`src/design/cmd_done_irq_params.svh`:
```
// Offsets, field positions and reset values of the command-done interrupt block
`ifndef CMD_DONE_IRQ_PARAMS_SVH
`define CMD_DONE_IRQ_PARAMS_SVH

// Register byte offsets
`define OFS_RAW_STATUS 8'h00
`define OFS_MASKED_STATUS 8'h04
`define OFS_ENABLE_SET 8'h08
`define OFS_ENABLE_CLEAR 8'h0C

// Field of every register: bits 1-0, one bit per access slot
`define SLOT_FIELD_LSB 0
`define SLOT_FIELD_MSB 1
`define SLOT_COUNT 2

// Reset values
`define RAW_RESET 1'h0
`define ENABLE_RESET 1'h0
`define READ_DATA_RESET 32'h0000_0000

`endif

```
`src/design/cmd_done_irq_pkg.sv`:
```
// Types shared by the command-done interrupt block
`default_nettype none

package cmd_done_irq_pkg;

    // Register selected by the bus address
    typedef enum logic [2:0] {
        SEL_RAW,
        SEL_MASKED,
        SEL_SET,
        SEL_CLEAR,
        SEL_NONE
    } reg_sel_t;

    typedef logic [31:0] bus_word_t;

endpackage : cmd_done_irq_pkg

`default_nettype wire

```
`src/design/slot_ctl_if.sv`:
```
// Per-slot control and status bundle between the decoder and a slot flag
`timescale 1ns/1ps
`default_nettype none

interface slot_ctl_if;
    logic done;    // Slot command finished, one-cycle pulse
    logic clrRaw;  // Clear pending flag
    logic setEn;   // Turn interrupt enable on
    logic clrEn;   // Turn interrupt enable off
    logic raw;     // Pending completion flag
    logic en;      // Interrupt enable
    logic masked;  // Pending and enabled

    modport ctl (output done, clrRaw, setEn, clrEn, input raw, en, masked);
    modport flag (input done, clrRaw, setEn, clrEn, output raw, en, masked);
endinterface : slot_ctl_if

`default_nettype wire

```
`src/design/mdio_cmd_done_irq_mask.sv`:
```
// Command-done interrupt masking for the two user PHY access slots
//
// Notes on behaviour
// - Masked bit needs completion and enable set
// - Bit 0 first slot, bit 1 second
// - Writing one clears pending; zero ignored
// - Enable-set write one enables; zero ignored
// - Enable zero keeps masked bit low
// - Enable-clear write one disables; zero ignored
// - Set and clear share one enable vector
// - Raw flag set on slot completion
`timescale 1ns/1ps
`default_nettype none
`include "cmd_done_irq_params.svh"

module mdio_cmd_done_irq_mask #(
    parameter int NUM_SLOTS = `SLOT_COUNT,  // Access slots
    parameter int ADDR_W = 8                // Register address width
) (
    input wire logic ref_clk,                                  // 125 MHz clock
    input wire logic rst,                                      // Async reset, high
    input wire logic clkEn,                                    // Clock enable
    input wire logic [ADDR_W-1:0] regAddr,                     // Byte address
    input wire logic [31:0] regWrData,                         // Write data
    input wire logic regWr,                                    // Write strobe
    input wire logic regRd,                                    // Read strobe
    output var cmd_done_irq_pkg::bus_word_t regRdData,         // Read data
    output logic regRdValid,                                   // Read data valid
    input wire logic [NUM_SLOTS-1:0] slotDone,                 // Slot finished
    output logic [NUM_SLOTS-1:0] enableVec,                    // Enable vector
    output logic userCmdIrq                                    // Interrupt request
);

    logic [NUM_SLOTS-1:0] rawVec;
    logic [NUM_SLOTS-1:0] maskedVec;
    logic [NUM_SLOTS-1:0] wrBits;
    logic [NUM_SLOTS-1:0] clrRawVec;
    logic [NUM_SLOTS-1:0] setEnVec;
    logic [NUM_SLOTS-1:0] clrEnVec;
    cmd_done_irq_pkg::reg_sel_t sel;
    cmd_done_irq_pkg::bus_word_t next_rdData;

    // Slot field of the write data; upper bits are reserved
    assign wrBits = regWrData[NUM_SLOTS-1:0];

    // Address decode; unmapped addresses select nothing
    always_comb begin
        case (regAddr)
            `OFS_RAW_STATUS: sel = cmd_done_irq_pkg::SEL_RAW;
            `OFS_MASKED_STATUS: sel = cmd_done_irq_pkg::SEL_MASKED;
            `OFS_ENABLE_SET: sel = cmd_done_irq_pkg::SEL_SET;
            `OFS_ENABLE_CLEAR: sel = cmd_done_irq_pkg::SEL_CLEAR;
            default: sel = cmd_done_irq_pkg::SEL_NONE;
        endcase
    end

    // Write-one strobes per slot
    always_comb begin
        clrRawVec = '0;
        setEnVec = '0;
        clrEnVec = '0;
        if (regWr) begin
            case (sel)
                cmd_done_irq_pkg::SEL_RAW: clrRawVec = wrBits;
                cmd_done_irq_pkg::SEL_MASKED: clrRawVec = wrBits;
                cmd_done_irq_pkg::SEL_SET: setEnVec = wrBits;
                cmd_done_irq_pkg::SEL_CLEAR: clrEnVec = wrBits;
                default: clrRawVec = '0;
            endcase
        end
    end

    // One flag and enable per slot, bit index equals slot number
    generate
        for (genvar i = 0; i < NUM_SLOTS; i++) begin : g_slot
            slot_ctl_if slotBus ();

            assign slotBus.done = slotDone[i];
            assign slotBus.clrRaw = clrRawVec[i];
            assign slotBus.setEn = setEnVec[i];
            assign slotBus.clrEn = clrEnVec[i];
            assign rawVec[i] = slotBus.raw;
            assign enableVec[i] = slotBus.en;
            assign maskedVec[i] = slotBus.masked;

            slot_flag u_flag (
                .ref_clk(ref_clk),
                .rst(rst),
                .clkEn(clkEn),
                .bus(slotBus.flag)
            );
        end
    endgenerate

    // Read mux; enable reads back the same at set and clear offsets
    always_comb begin
        next_rdData = `READ_DATA_RESET;
        case (sel)
            cmd_done_irq_pkg::SEL_RAW: next_rdData[NUM_SLOTS-1:0] = rawVec;
            cmd_done_irq_pkg::SEL_MASKED: next_rdData[NUM_SLOTS-1:0] = maskedVec;
            cmd_done_irq_pkg::SEL_SET: next_rdData[NUM_SLOTS-1:0] = enableVec;
            cmd_done_irq_pkg::SEL_CLEAR: next_rdData[NUM_SLOTS-1:0] = enableVec;
            default: next_rdData = `READ_DATA_RESET;
        endcase
    end

    // Read data stands only in the cycle after the strobe
    always_ff @(posedge ref_clk or posedge rst) begin
        if (rst) begin
            regRdData <= `READ_DATA_RESET;
            regRdValid <= 1'h0;
        end else if (clkEn) begin
            regRdValid <= regRd;
            regRdData <= regRd ? next_rdData : `READ_DATA_RESET;
        end
    end

    // Level request; combinational so a clear drops it at once
    assign userCmdIrq = |maskedVec;
endmodule : mdio_cmd_done_irq_mask

`default_nettype wire

```
`src/design/slot_flag.sv`:
```
// Pending flag and interrupt enable of one PHY access slot
`timescale 1ns/1ps
`default_nettype none
`include "cmd_done_irq_params.svh"

module slot_flag (
    input wire logic ref_clk,  // 125 MHz clock
    input wire logic rst,      // Async reset, active high
    input wire logic clkEn,    // Freezes state while low
    slot_ctl_if.flag bus       // Slot controls and status
);

    logic raw;
    logic en;

    // Completion sets the flag; set beats a same-cycle clear
    always_ff @(posedge ref_clk or posedge rst) begin
        if (rst) begin
            raw <= `RAW_RESET;
        end else if (clkEn) begin
            if (bus.done) begin
                raw <= 1'h1;
            end else if (bus.clrRaw) begin
                raw <= 1'h0;
            end
        end
    end

    // Shared enable bit; set and clear come from different registers
    always_ff @(posedge ref_clk or posedge rst) begin
        if (rst) begin
            en <= `ENABLE_RESET;
        end else if (clkEn) begin
            if (bus.setEn) begin
                en <= 1'h1;
            end else if (bus.clrEn) begin
                en <= 1'h0;
            end
        end
    end

    // Masked view gated by the enable
    assign bus.raw = raw;
    assign bus.en = en;
    assign bus.masked = raw & en;

endmodule : slot_flag

`default_nettype wire

```
`config.mk`:
```
export PLATFORM = sky130hd
export DESIGN_NAME = mdio_cmd_done_irq_mask
export DESIGN_NICKNAME = d
export VERILOG_FILES = /design/src/design/cmd_done_irq_pkg.sv /design/src/design/slot_ctl_if.sv /design/src/design/mdio_cmd_done_irq_mask.sv /design/src/design/slot_flag.sv
export VERILOG_INCLUDE_DIRS = /design/src /design/src/design
export SDC_FILE = /design/constraint.sdc
export NUM_CORES = 1
export LEC_CHECK = 0
export BUFFER_PORTS_ARGS = -buffer_cell sky130_fd_sc_hd__buf_2
export CORE_ASPECT_RATIO = 1.1
export CORE_UTILIZATION = 33
export CTS_CLUSTER_SIZE = 28
export DETAILED_ROUTE_END_ITERATION = 6
export PLACE_DENSITY = 0.93
export SLEW_MARGIN = 20
export SYNTH_ARGS = -nofsm -noshare
export SYNTH_HDL_FRONTEND = slang
export SYNTH_SLANG_ARGS = --single-unit
```
`constraint.sdc`:
```
create_clock -name ref_clk -period 1.4 [get_ports ref_clk]
set_input_delay 0.14 -clock ref_clk [delete_from_list [all_inputs] [get_ports ref_clk]]
set_output_delay 0.14 -clock ref_clk [all_outputs]
set_load 0.01 [all_outputs]
```
# Word-level counts from Yosys, hierarchy flattened
# Index checks and enable logic that the tools add are counted.
totals:
  input_bits: 47
  elab_cells: 44
  ff_bits: 37
  output_inout_bits: 36
op_classes:
  mux: 17
  n_reduce_logical: 13
  bitwise_logic: 2
  n_eq_ne: 6
ops:
  columns: ["operator", "count"]
  rows:
  - ["equality test 8 x 4 -> 1 bit, second input constant", 2]
  - ["2-to-1 mux 2 bit", 7]
  - ["case mux 3 bit (4 select lines)", 1]
  - ["equality test 8 x 3 -> 1 bit, second input constant", 1]
  - ["zero test 8 bit", 1]
  - ["2-to-1 mux 1 bit", 8]
  - ["AND reduction 2 bit", 4]
  - ["nonzero test 2 bit", 4]
  - ["equality test 3 x 2 -> 1 bit, second input constant", 2]
  - ["case mux 2 bit (3 select lines)", 1]
  - ["OR reduction 2 bit", 3]
  - ["equality test 3 x 1 -> 1 bit, second input constant", 1]
  - ["zero test 3 bit", 1]
  - ["AND 1 bit", 2]

# Depth between registers and ports, before layout
# Gate-level depths: netlist (run 1).
depth:
  depth_word: 8
  depth_mapped: 3
  depth_no_buf: 3

# Hierarchy
# A second synthesis (run 1) with hierarchy kept.
hier_totals:
  hier_cells: 75
  hier_area_um2: 664.4
by_module_without_submodules:
  columns: ["mod", "seq_area_each_um2", "cells_per_inst", "area_per_inst_um2", "n_inst"]
  rows:
  - ["mdio_cmd_done_irq_mask", 75.1, 59, 494.2, 1]
  - ["slot_flag", 50.0, 8, 85.1, 2]

# Worst setup path before layout (run 1)
# OpenSTA, ideal clock, no wires.
synth_path:
  path_type: "input port to flip-flop"
  start: "input regAddr[7]"
  end: "register regRdData[1]"
  n_path_buf: 0
  arrival_time_ns: 0.855
  setup_time_ns: 0.066
  path_slack_ns: 0.479
  t_required_ns: 1.334
  cell_stages: 3
  path_cell_list: "nor4_4 > nor3b_2 > a41o_1"
synth_between:
  elab_chain_len: 6
  word_cells_on_any_way: 12
  cone_classes: "6 x eq/ne; 3 x mux; 3 x reduce/logical"
synth_rtl:
  columns: ["item", "line_no", "text"]
  rows:
  - ["start, declared", "mdio_cmd_done_irq_mask.sv:23", "input wire logic [ADDR_W-1:0] regAddr,"]
  - ["equality test 8 x 4 -> 1 bit (tied with other cells)", "mdio_cmd_done_irq_mask.sv:48", "case (regAddr)"]
  - ["case mux 3 bit (4 select lines) *", "mdio_cmd_done_irq_mask.sv:48", null]
  - ["equality test 3 x 2 -> 1 bit", "mdio_cmd_done_irq_mask.sv:98", "case (sel)"]
  - ["OR reduction 2 bit (no line)", null, null]
  - ["case mux 2 bit (3 select lines) *", "mdio_cmd_done_irq_mask.sv:98", null]
  - ["2-to-1 mux 2 bit (no line) *", null, null]
  - ["end signal, assigned", "mdio_cmd_done_irq_mask.sv:110", "regRdData <= `READ_DATA_RESET;"]
  - ["end signal, assigned", "mdio_cmd_done_irq_mask.sv:114", "regRdData <= regRd ? next_rdData : `READ_DATA_RESET;"]
  - ["end, declared", "mdio_cmd_done_irq_mask.sv:27", "output var cmd_done_irq_pkg::bus_word_t regRdData,"]
# Every way passes the cells marked *; elsewhere a longest branch is shown, timed or not.
# A chain may end at the register's enable or synchronous reset.

# Final worst setup path (run 1)
layout_path:
  start: "register g_slot[1].u_flag.raw"
  end: "output userCmdIrq"
layout_between:
  elab_chain_len: 2
layout_rtl:
  columns: ["item", "line_no", "text"]
  rows:
  - ["start, declared", "slot_flag.sv:13", "logic raw;"]
  - ["start signal, assigned", "slot_flag.sv:19", "raw <= `RAW_RESET;"]
  - ["AND 1 bit", "slot_flag.sv:45", "assign bus.masked = raw & en;"]
  - ["OR reduction 2 bit", "mdio_cmd_done_irq_mask.sv:119", "assign userCmdIrq = |maskedVec;"]
  - ["end, declared", "mdio_cmd_done_irq_mask.sv:31", "output logic userCmdIrq"]
# Every way passes these cells.

==> results of run 1 <==
==> routing by layer <==
metal	vias up	track usage, %
li1	203	-
met1	195	10.2
met2	32	21.5
met3	0	2.69
met4	0	4.85
met5	-	0
==> worst max-delay path, delay by kind of cell (launching register included) <==
family	cells	cell delay, ns
AOI/OAI and AO/OA	1	0.23
buffers and inverters	1	0.13
DFF	1	0.40
==> power breakdown <==
| group | leakage (nW) | switching (mW) | total (mW) | internal, mW |
|---|---|---|---|---|
| combinational | 0.290 | 0.0663 | 0.0971 | 0.0308 |
| clock | 0.0150 | 0.0774 | 0.186 | 0.109 |
| sequential | 0.0749 | 0.00351 | 0.211 | 0.207 |
==> registers in the layout, indices dropped and copies added (netlist names) <==
name	cells
regRdValid	1
g_slot.u_flag.bus.en	2
g_slot.u_flag.bus.raw	2
regRdData	2
==> layout make-up <==
type | count | area, um^2
fill | 187 | 1110
tap | 18 | 22.5
sequential | 7 | 175
multi-input combinational | 50 | 300
clock buffer | 4 | 26.3
timing repair buffer | 23 | 120
inverter | 3 | 11.3
==> synthesized netlist by cell type <==
master | number | area, um^2
a22o_1 | 3 | 26.3
a41o_1 | 2 | 20.0
and4bb_2 | 1 | 12.5
buf_4 | 32 | 240
conb_1 | 1 | 3.75
dfrtp_1 | 7 | 175
inv_1 | 3 | 11.3
mux2_2 | 1 | 11.3
mux2i_1 | 2 | 20.0
nand4_1 | 2 | 12.5
nand4b_1 | 2 | 17.5
nor2_1 | 1 | 3.75
nor2b_1 | 2 | 12.5
nor3b_2 | 1 | 12.5
nor4_4 | 1 | 21.3
o22a_1 | 2 | 17.5
==> path summary, 6_finish.rpt <==
| check | to | depth (start not counted) |
|---|---|---|
| max in group asynchronous | g_slot[1].u_flag.bus.raw | 3 |
| min in group asynchronous | regRdData[1] | 3 |
| setup reg to reg | regRdData[1] | 2 |
| setup / recovery | userCmdIrq | 2 |
| hold reg to reg | regRdValid | 1 |
| hold / removal | g_slot[0].u_flag.bus.en | 2 |
==> logic make-up (layout without fill, tap and decap cells) <==
group	count (synthesis)	in the layout	share of synthesized area [%]
simple gates	10	10	15.0
buf+inv	35	30	40.7
compound gates	7	7	10.3
other cells	1	30	0.607
mux	3	3	5.06
flops	7	7	28.3
==> metrics by stage <==
step | setup slack [ns] | hold WS (ns) | util, % | area, um^2 | instances
2_1_floorplan | 0.479 | -0.0566 | - | 727 | 92
3_5_place_dp | 0.234 | 0.0853 | 35.2 | 619 | 100
4_1_cts | 0.239 | 0.0879 | 37.2 | 656 | 105
5_1_grt | 0.202 | 0.0872 | 37.2 | 656 | 105
6_report | 0.250 | 0.0895 | 37.2 | 656 | 105
3_3_place_gp | 0.306 | 0.0681 | 35.2 | 619 | 100
==> flow_metrics.py, run 1 <==
metrics = {
    "clocking": {
        "clkTransAtPathRegs_ns": 0.06,
        "cts_made_buffers": 3,
        "clockBufferDepth": 2,
        "postCtsHoldBufs": 1,
        "cts_tree": "built",
        "post-cts-setup-buffers": 0,
        "cts.sinks": 7,
        "cts_resized": 0,
        "root_buffer": "clkbuf_4",
        "insertion_delay_ns": 0.25,
        "h-tree-depth": 1,
    },
    "route": {
        "drt-vias-per-instance": 4.10,
        "vias": 430,
        "dr.pass1.iters": 2,
        "wl_met2_um": 559,
        "wl_met1_um": 392,
        "wirelength_um": 1050,
        "wl_per_cell_um": 9.98,
        "drt_iter0_markers": 1,
        "route.met3.wl_um": 96,
        "routed.top_layer": "met3",
        "drc": 0,
        "detail-route-antenna-nets": 0,
    },
    "global_routing": {
        "grt_pass1_wl_um": 1610,
        "grt_usage_pct": 10.7,
        "grt_overflow_total": 0,
        "grt_start_max_net_pins": 9,
        "antenna_found_initial": 0,
        "grt_pass1_vias": 401,
    },
    "yosys": {
        "synth-seq-area-share_pct": 28.3,
        "ys_ff_latch": 7,
        "syn_inst": 63,
        "yosysUniqueCellTypes": 16,
        "yosys_warnings": 0,
        "netlist_area_um2": 618,
        "syn_area_per_cell_um2": 9.81,
    },
    "floorplan": {
        "die_x_um": 43.3,
        "core_area_mm2": 0.00176,
        "die_h_um": 47.4,
        "io-pin-count": 83,
        "row_count": 16,
        "initial_utilization_pct": 35.1,
        "die_area_mm2": 0.00205,
    },
    "layout": {
        "antennaDiodeCount": 0,
        "fin_nets": 135,
        "final_common_cell": "conb_1",
        "drive_gt1_share_pct": 33.3,
        "areaGrowthSynthToFinish_pct": 6.07,
        "mostFrequentLayoutCells": "conb_1 (30), buf_2 (22), dfrtp_1 (7)",
    },
    "critical_path": {
        "critical_path.cell_chain": "a22o_1 -> buf_2",
        "cp-startpoint": "g_slot[1].u_flag.bus.raw",
        "cp.arrival_ns": 1.01,
        "end_kind": "primary output",
        "crit_path_start_kind": "flip-flop",
        "slowest_stage": "dfrtp_1",
        "worstReg2RegStart": "g_slot[1].u_flag.bus.raw",
        "rrSetupSlack_ns": 0.45,
        "crit_fanout": 3,
        "crit_type": "flip-flop to primary output",
        "crit_required_ns": 1.26,
        "cpPeakStageDelay_ns": 0.40,
    },
    "placement": {
        "io_buffers": 22,
        "gp_congestion": 0.696,
        "dp_hpwl_um": 895,
    },
    "job": {
        "maxCapViolCount": 0,
    },
    "sta": {
        "tns_ns": 0,
        "slew_viol_final": 0,
        "setup_viol": 0,
        "finalClockSkew_ns": 0.00302,
        "rsz0062_at_grt": "false",
        "period_needed_ns": 1.15,
        "final.period_utilization_pct": 82.2,
        "clock.fmax_ghz": 0.869,
        "hold_violations": 0,
    },
    "hold_path": {
        "hp-class": "input port to flip-flop",
        "min_from": "regAddr[2]",
    },
    "power": {
        "p_total_mw": 0.494,
        "vdd_drop_max_mv": 0.389,
        "p_per_area_mw_per_mm2": 754,
        "p_leak_nw": 0.380,
    },
    "status": {
        "status": "finished, final reports clean",
    },
}
(Power assumes the default switching activity.)
==> run 2: changes to the inputs <==
--- a/config.mk
+++ b/config.mk
@@ -8,10 +8,10 @@
 export LEC_CHECK = 0
 export BUFFER_PORTS_ARGS = -buffer_cell sky130_fd_sc_hd__buf_2
 export CORE_ASPECT_RATIO = 1.1
-export CORE_UTILIZATION = 33
+export CORE_UTILIZATION = 27
 export CTS_CLUSTER_SIZE = 28
 export DETAILED_ROUTE_END_ITERATION = 6
-export PLACE_DENSITY = 0.93
+export PLACE_DENSITY = 0.82
 export SLEW_MARGIN = 20
 export SYNTH_ARGS = -nofsm -noshare
 export SYNTH_HDL_FRONTEND = slang
==> constraint.sdc (replaced) <==
create_clock -name ref_clk -period 1.01 [get_ports ref_clk]
set_input_delay 0.101 -clock ref_clk [delete_from_list [all_inputs] [get_ports ref_clk]]
set_output_delay 0.101 -clock ref_clk [all_outputs]
set_load 0.01 [all_outputs]
==> flow_metrics.py, run 2 (synthesis gave the netlist of run 1 again) <==
metrics = {
    "floorplan": {
        "io-pin-count": 83,
        "die_h_um": 52.2,
        "core_area_mm2": 0.00208,
        "die_x_um": 47.6,
        "die_area_mm2": 0.00248,
        "row_count": 17,
        "initial_utilization_pct": 29.7,
    },
    "placement": {
        "dp_hpwl_um": 919,
        "dp_slack_ns": -0.126,
        "gp_congestion": 0.740,
        "io_buffers": 22,
    },
    "status": {
        "violations": "negative setup slack",
        "status": "finished, violations left",
    },
    "layout": {
        "areaGrowthSynthToFinish_pct": 15.2,
        "drive_gt1_share_pct": 36.3,
        "mostFrequentLayoutCells": "conb_1 (30), buf_2 (21), dfrtp_1 (7)",
        "reg_top3": "g_slot.u_flag.bus.en x2, g_slot.u_flag.bus.raw x2, regRdData x2",
        "fin_nets": 139,
        "final_common_cell": "conb_1",
        "antennaDiodeCount": 0,
    },
    "clocking": {
        "clkTransAtPathRegs_ns": 0.05,
        "cts.sinks": 7,
        "insertion_delay_ns": 0.25,
        "root_buffer": "clkbuf_4",
        "h-tree-depth": 1,
        "cts_tree": "built",
        "clockBufferDepth": 2,
        "cts_made_buffers": 3,
    },
    "critical_path": {
        "crit_type": "flip-flop to primary output",
        "crit_required_ns": 0.91,
        "crit_fanout": 4,
        "endpoint": "userCmdIrq",
        "rrSetupSlack_ns": 0,
        "cp.arrival_ns": 0.98,
        "r2r_cells": 3,
        "worstReg2RegStart": "g_slot[1].u_flag.bus.raw",
        "crit_path_start_kind": "flip-flop",
        "cp-startpoint": "g_slot[0].u_flag.bus.en",
        "end_kind": "primary output",
        "r2r_end": "regRdData[1]",
    },
    "global_routing": {
        "grt_overflow_total": 0,
        "grt_usage_pct": 10.4,
        "antenna_found_initial": 0,
        "grt_pass1_vias": 424,
        "grt_pass1_wl_um": 1730,
        "grt_start_max_net_pins": 8,
    },
    "sta": {
        "clock.fmax_ghz": 0.924,
        "final.period_utilization_pct": 107,
        "tns_ns": -0.0724,
        "finalClockSkew_ns": 0.00367,
        "period_needed_ns": 1.08,
        "rsz0062_at_grt": "true",
        "slew_viol_final": 0,
        "setup_viol": 1,
        "hold_violations": 0,
        "layout_setup_ws_ns": -0.0724,
    },
    "power": {
        "vdd_drop_max_mv": 0.628,
        "p_leak_nw": 0.404,
        "p_per_area_mw_per_mm2": 965,
    },
    "route": {
        "wirelength_um": 1100,
        "detail-route-antenna-nets": 0,
        "wl_per_cell_um": 9.26,
        "drt_iter0_markers": 3,
        "vias": 440,
        "dr.pass1.iters": 2,
        "drc": 0,
        "drt-vias-per-instance": 3.70,
    },
    "job": {
        "maxCapViolCount": 0,
    },
    "hold_path": {
        "hp-class": "input port to flip-flop",
    },
}
run 2: cell count changes in the layout (fill, tap and decap cells not counted), sizes merged:
cell,change
buf,+4
run 2: layer usage:
layer / track usage (%) / wire (um) / up-vias
met4: 4.17 / 10 / 0
met5: 0 / 0 / -
met1: 11.3 / 427 / 193
met2: 16.4 / 533 / 34
li1: - / - / 210
met3: 5.86 / 131 / 3
run 2: worst min-delay path by stage:
stage | startpoint | endpoint | cells after the start
final | regAddr[2] | g_slot[0].u_flag.bus.en | 2
after detailed placement | rst | regRdData[0] | 2
after global placement | rst | regRdValid | 2
after CTS | regAddr[2] | g_slot[0].u_flag.bus.en | 2
after floorplan | rst | g_slot[0].u_flag.bus.en | 1
after global routing | slotDone[1] | g_slot[1].u_flag.bus.raw | 2
run 2: area by class of cell:
cell class              instances  area [um^2]
fillers                       218         1370
multi-input cells              50          300
flip-flops and latches          7          175
repair buffers                 27          164
well taps                      28         35.0
clock buffers                   4         26.3
inverters                       3         11.3
run 2: critical path, stage by stage (launching register included):
cell,delay (ns)
dfrtp_1,0.41
a22o_1,0.19
buf_2,0.13
run 2: through the flow:
step                      total power, mW  cell area (um^2)  std cells  util (%)  hold WS, ns
after floorplan                     0.460               727         92         -      -0.0956
after global placement              0.428               639        111      30.7       0.0321
after detailed placement            0.432               639        111      30.7       0.0410
after CTS                           0.692               691        118      33.1       0.0623
after global routing                0.746               712        119      34.2       0.0617
final                               0.687               712        119      34.2       0.0682
run 2: report_power, final:
| group | internal [mW] | switching (mW) |
|---|---|---|
| Combinational | 0.0488 | 0.0950 |
| Clock | 0.151 | 0.0998 |
| Sequential | 0.288 | 0.00452 |
run 2: repair_timing:
item	CTS	global route
cloned	0	0
pin swaps	2	1
endpoints found under the setup margin	1	3
endpoints found under the hold margin	7	0
resized for setup	0	3
buffers inserted	2	1
hold buffers	1	0
==> run 3: changes to the inputs <==
--- a/config.mk
+++ b/config.mk
@@ -7,11 +7,14 @@
 export NUM_CORES = 1
 export LEC_CHECK = 0
 export BUFFER_PORTS_ARGS = -buffer_cell sky130_fd_sc_hd__buf_2
+export CELL_PAD_IN_SITES_DETAIL_PLACEMENT = 1
+export CELL_PAD_IN_SITES_GLOBAL_PLACEMENT = 2
 export CORE_ASPECT_RATIO = 1.1
-export CORE_UTILIZATION = 27
+export CORE_UTILIZATION = 12
 export CTS_CLUSTER_SIZE = 28
 export DETAILED_ROUTE_END_ITERATION = 6
-export PLACE_DENSITY = 0.82
+export GPL_ROUTABILITY_DRIVEN = 0
+export PLACE_DENSITY = 0.8
 export SLEW_MARGIN = 20
 export SYNTH_ARGS = -nofsm -noshare
 export SYNTH_HDL_FRONTEND = slang
==> flow_metrics.py, run 3 (synthesis gave the netlist of run 1 again) <==
metrics = {
    "route": {
        "detail-route-antenna-nets": 0,
        "drc": 0,
        "wl_per_cell_um": 9.93,
        "dr.pass1.iters": 3,
        "drt-vias-per-instance": 3.09,
        "drt_iter0_markers": 20,
        "wirelength_um": 1500,
        "vias": 467,
    },
    "layout": {
        "drive_gt1_share_pct": 38.7,
        "fillers": 605,
        "final_common_cell": "conb_1",
        "antennaDiodeCount": 0,
        "regArea_um2": 175,
        "mostFrequentLayoutCells": "conb_1 (30), buf_2 (22), dfrtp_1 (7)",
        "reg_top3": "g_slot.u_flag.bus.en x2, g_slot.u_flag.bus.raw x2, regRdData x2",
        "fin_util_pct": 15.6,
        "multiInputGateArea_um2": 300,
        "areaGrowthSynthToFinish_pct": 25.3,
        "fin_nets": 141,
        "stdcell_count": 151,
    },
    "global_routing": {
        "antenna_found_initial": 0,
        "grt_start_max_net_pins": 8,
        "grt_overflow_total": 0,
        "grt_usage_pct": 5.59,
        "grt_pass1_vias": 463,
        "grt_pass1_wl_um": 2300,
    },
    "clocking": {
        "clockBufferDepth": 2,
        "cts.sinks": 7,
        "root_buffer": "clkbuf_8",
        "cts_made_buffers": 3,
        "insertion_delay_ns": 0.23,
        "h-tree-depth": 1,
        "clkTransAtPathRegs_ns": 0.05,
        "cts_tree": "built",
    },
    "floorplan": {
        "io-pin-count": 83,
        "initial_utilization_pct": 12.4,
        "core_area_mm2": 0.00497,
        "die_x_um": 70.4,
        "die_h_um": 77.3,
        "die_area_mm2": 0.00544,
        "row_count": 27,
    },
    "power": {
        "p_per_area_mw_per_mm2": 1090,
        "p_leak_nw": 0.418,
        "p_total_mw": 0.845,
        "vdd_drop_max_mv": 0.306,
    },
    "critical_path": {
        "end_kind": "primary output",
        "crit_required_ns": 0.91,
        "cp.arrival_ns": 0.97,
        "cpPeakStageDelay_ns": 0.40,
        "crit_type": "flip-flop to primary output",
        "slowest_stage": "dfrtp_1",
        "critical_path.cell_chain": "a22o_1 -> buf_2",
        "crit_fanout": 3,
        "crit_path_start_kind": "flip-flop",
    },
    "sta": {
        "layout_setup_ws_ns": -0.0636,
        "slew_viol_final": 0,
        "clock.fmax_ghz": 0.931,
        "setup_viol": 2,
        "rsz0062_at_grt": "true",
        "period_needed_ns": 1.07,
        "hold_violations": 0,
        "finalClockSkew_ns": 0.00336,
        "final.period_utilization_pct": 106,
    },
    "placement": {
        "dp_cells": 141,
        "dp_slack_ns": -0.132,
        "dp_hpwl_um": 1180,
        "io_buffers": 22,
    },
    "status": {
        "status": "finished, violations left",
        "violations": "negative setup slack",
    },
    "job": {
        "maxCapViolCount": 0,
    },
    "hold_path": {
        "hp-class": "input port to flip-flop",
    },
}
## run 3: changes by cell type in the layout (fill, tap and decap cells not counted)
| cell | change |
|---|---|
| clkbuf_1 | -1 |
| clkinv_2 | +1 |
| clkbuf_8 | +3 |
| buf_6 | -2 |
| clkbuf_4 | -3 |
| buf_2 | +1 |
| buf_4 | +3 |
## run 3: layout make-up
cell class / count / area share (%)
clock inverters: 1 / 0.646
inverters: 3 / 1.45
well taps: 58 / 9.37
repair buffers: 29 / 21.8
flip-flops and latches: 7 / 22.6
multi-input cells: 50 / 38.8
clock buffers: 3 / 5.33
## run 3: timing repair
item,4_1_cts,5_1_grt
resized for setup,0,1
setup endpoints to repair,1,2
hold buffers,1,0
buffers inserted,3,2
pin swaps,2,0
hold endpoints to repair,7,0
## run 3: power breakdown
group          total, mW  switching, mW  internal (mW)  leakage, nW
clock              0.406          0.137          0.268       0.0255
sequential         0.293        0.00500          0.288       0.0749
combinational      0.146         0.0984         0.0475        0.318
## run 3: final timing paths
check                                         start                       end  slack, ns  cells after the start
min in group asynchronous                       rst              regRdData[1]       0.35                      3
max                        g_slot[1].u_flag.bus.raw                userCmdIrq      -0.06                      2
min reg2reg                              regRdValid                regRdValid       0.54                      1
min                                      regAddr[2]   g_slot[1].u_flag.bus.en        0.1                      2
max in group asynchronous                       rst  g_slot[0].u_flag.bus.raw       0.44                      3
max reg2reg                g_slot[1].u_flag.bus.raw              regRdData[1]      -0.01                      3
## run 3: critical path, delay by kind of cell (launching register included)
kind,cells,cell delay [ns]
flops,1,0.40
buf+inv,1,0.14
compound gates,1,0.21
## run 3: through the flow
stage	hold slack [ns]	TNS (ns)	area, um^2
finish	0.0966	-0.0751	774
global route	0.110	-0.135	774
CTS	0.0906	-0.0552	756
detailed placement	0.0485	-0.475	677
global placement	0.0444	-0.320	677
floorplan	-0.0956	0	727
## run 3: routing by layer
| metal | routed length, um | global-route usage [%] |
|---|---|---|
| met1 | 577 | 5.63 |
| met2 | 760 | 9.14 |
| met3 | 145 | 2.37 |
| met4 | 16 | 4.00 |
| met5 | 0 | 0 |
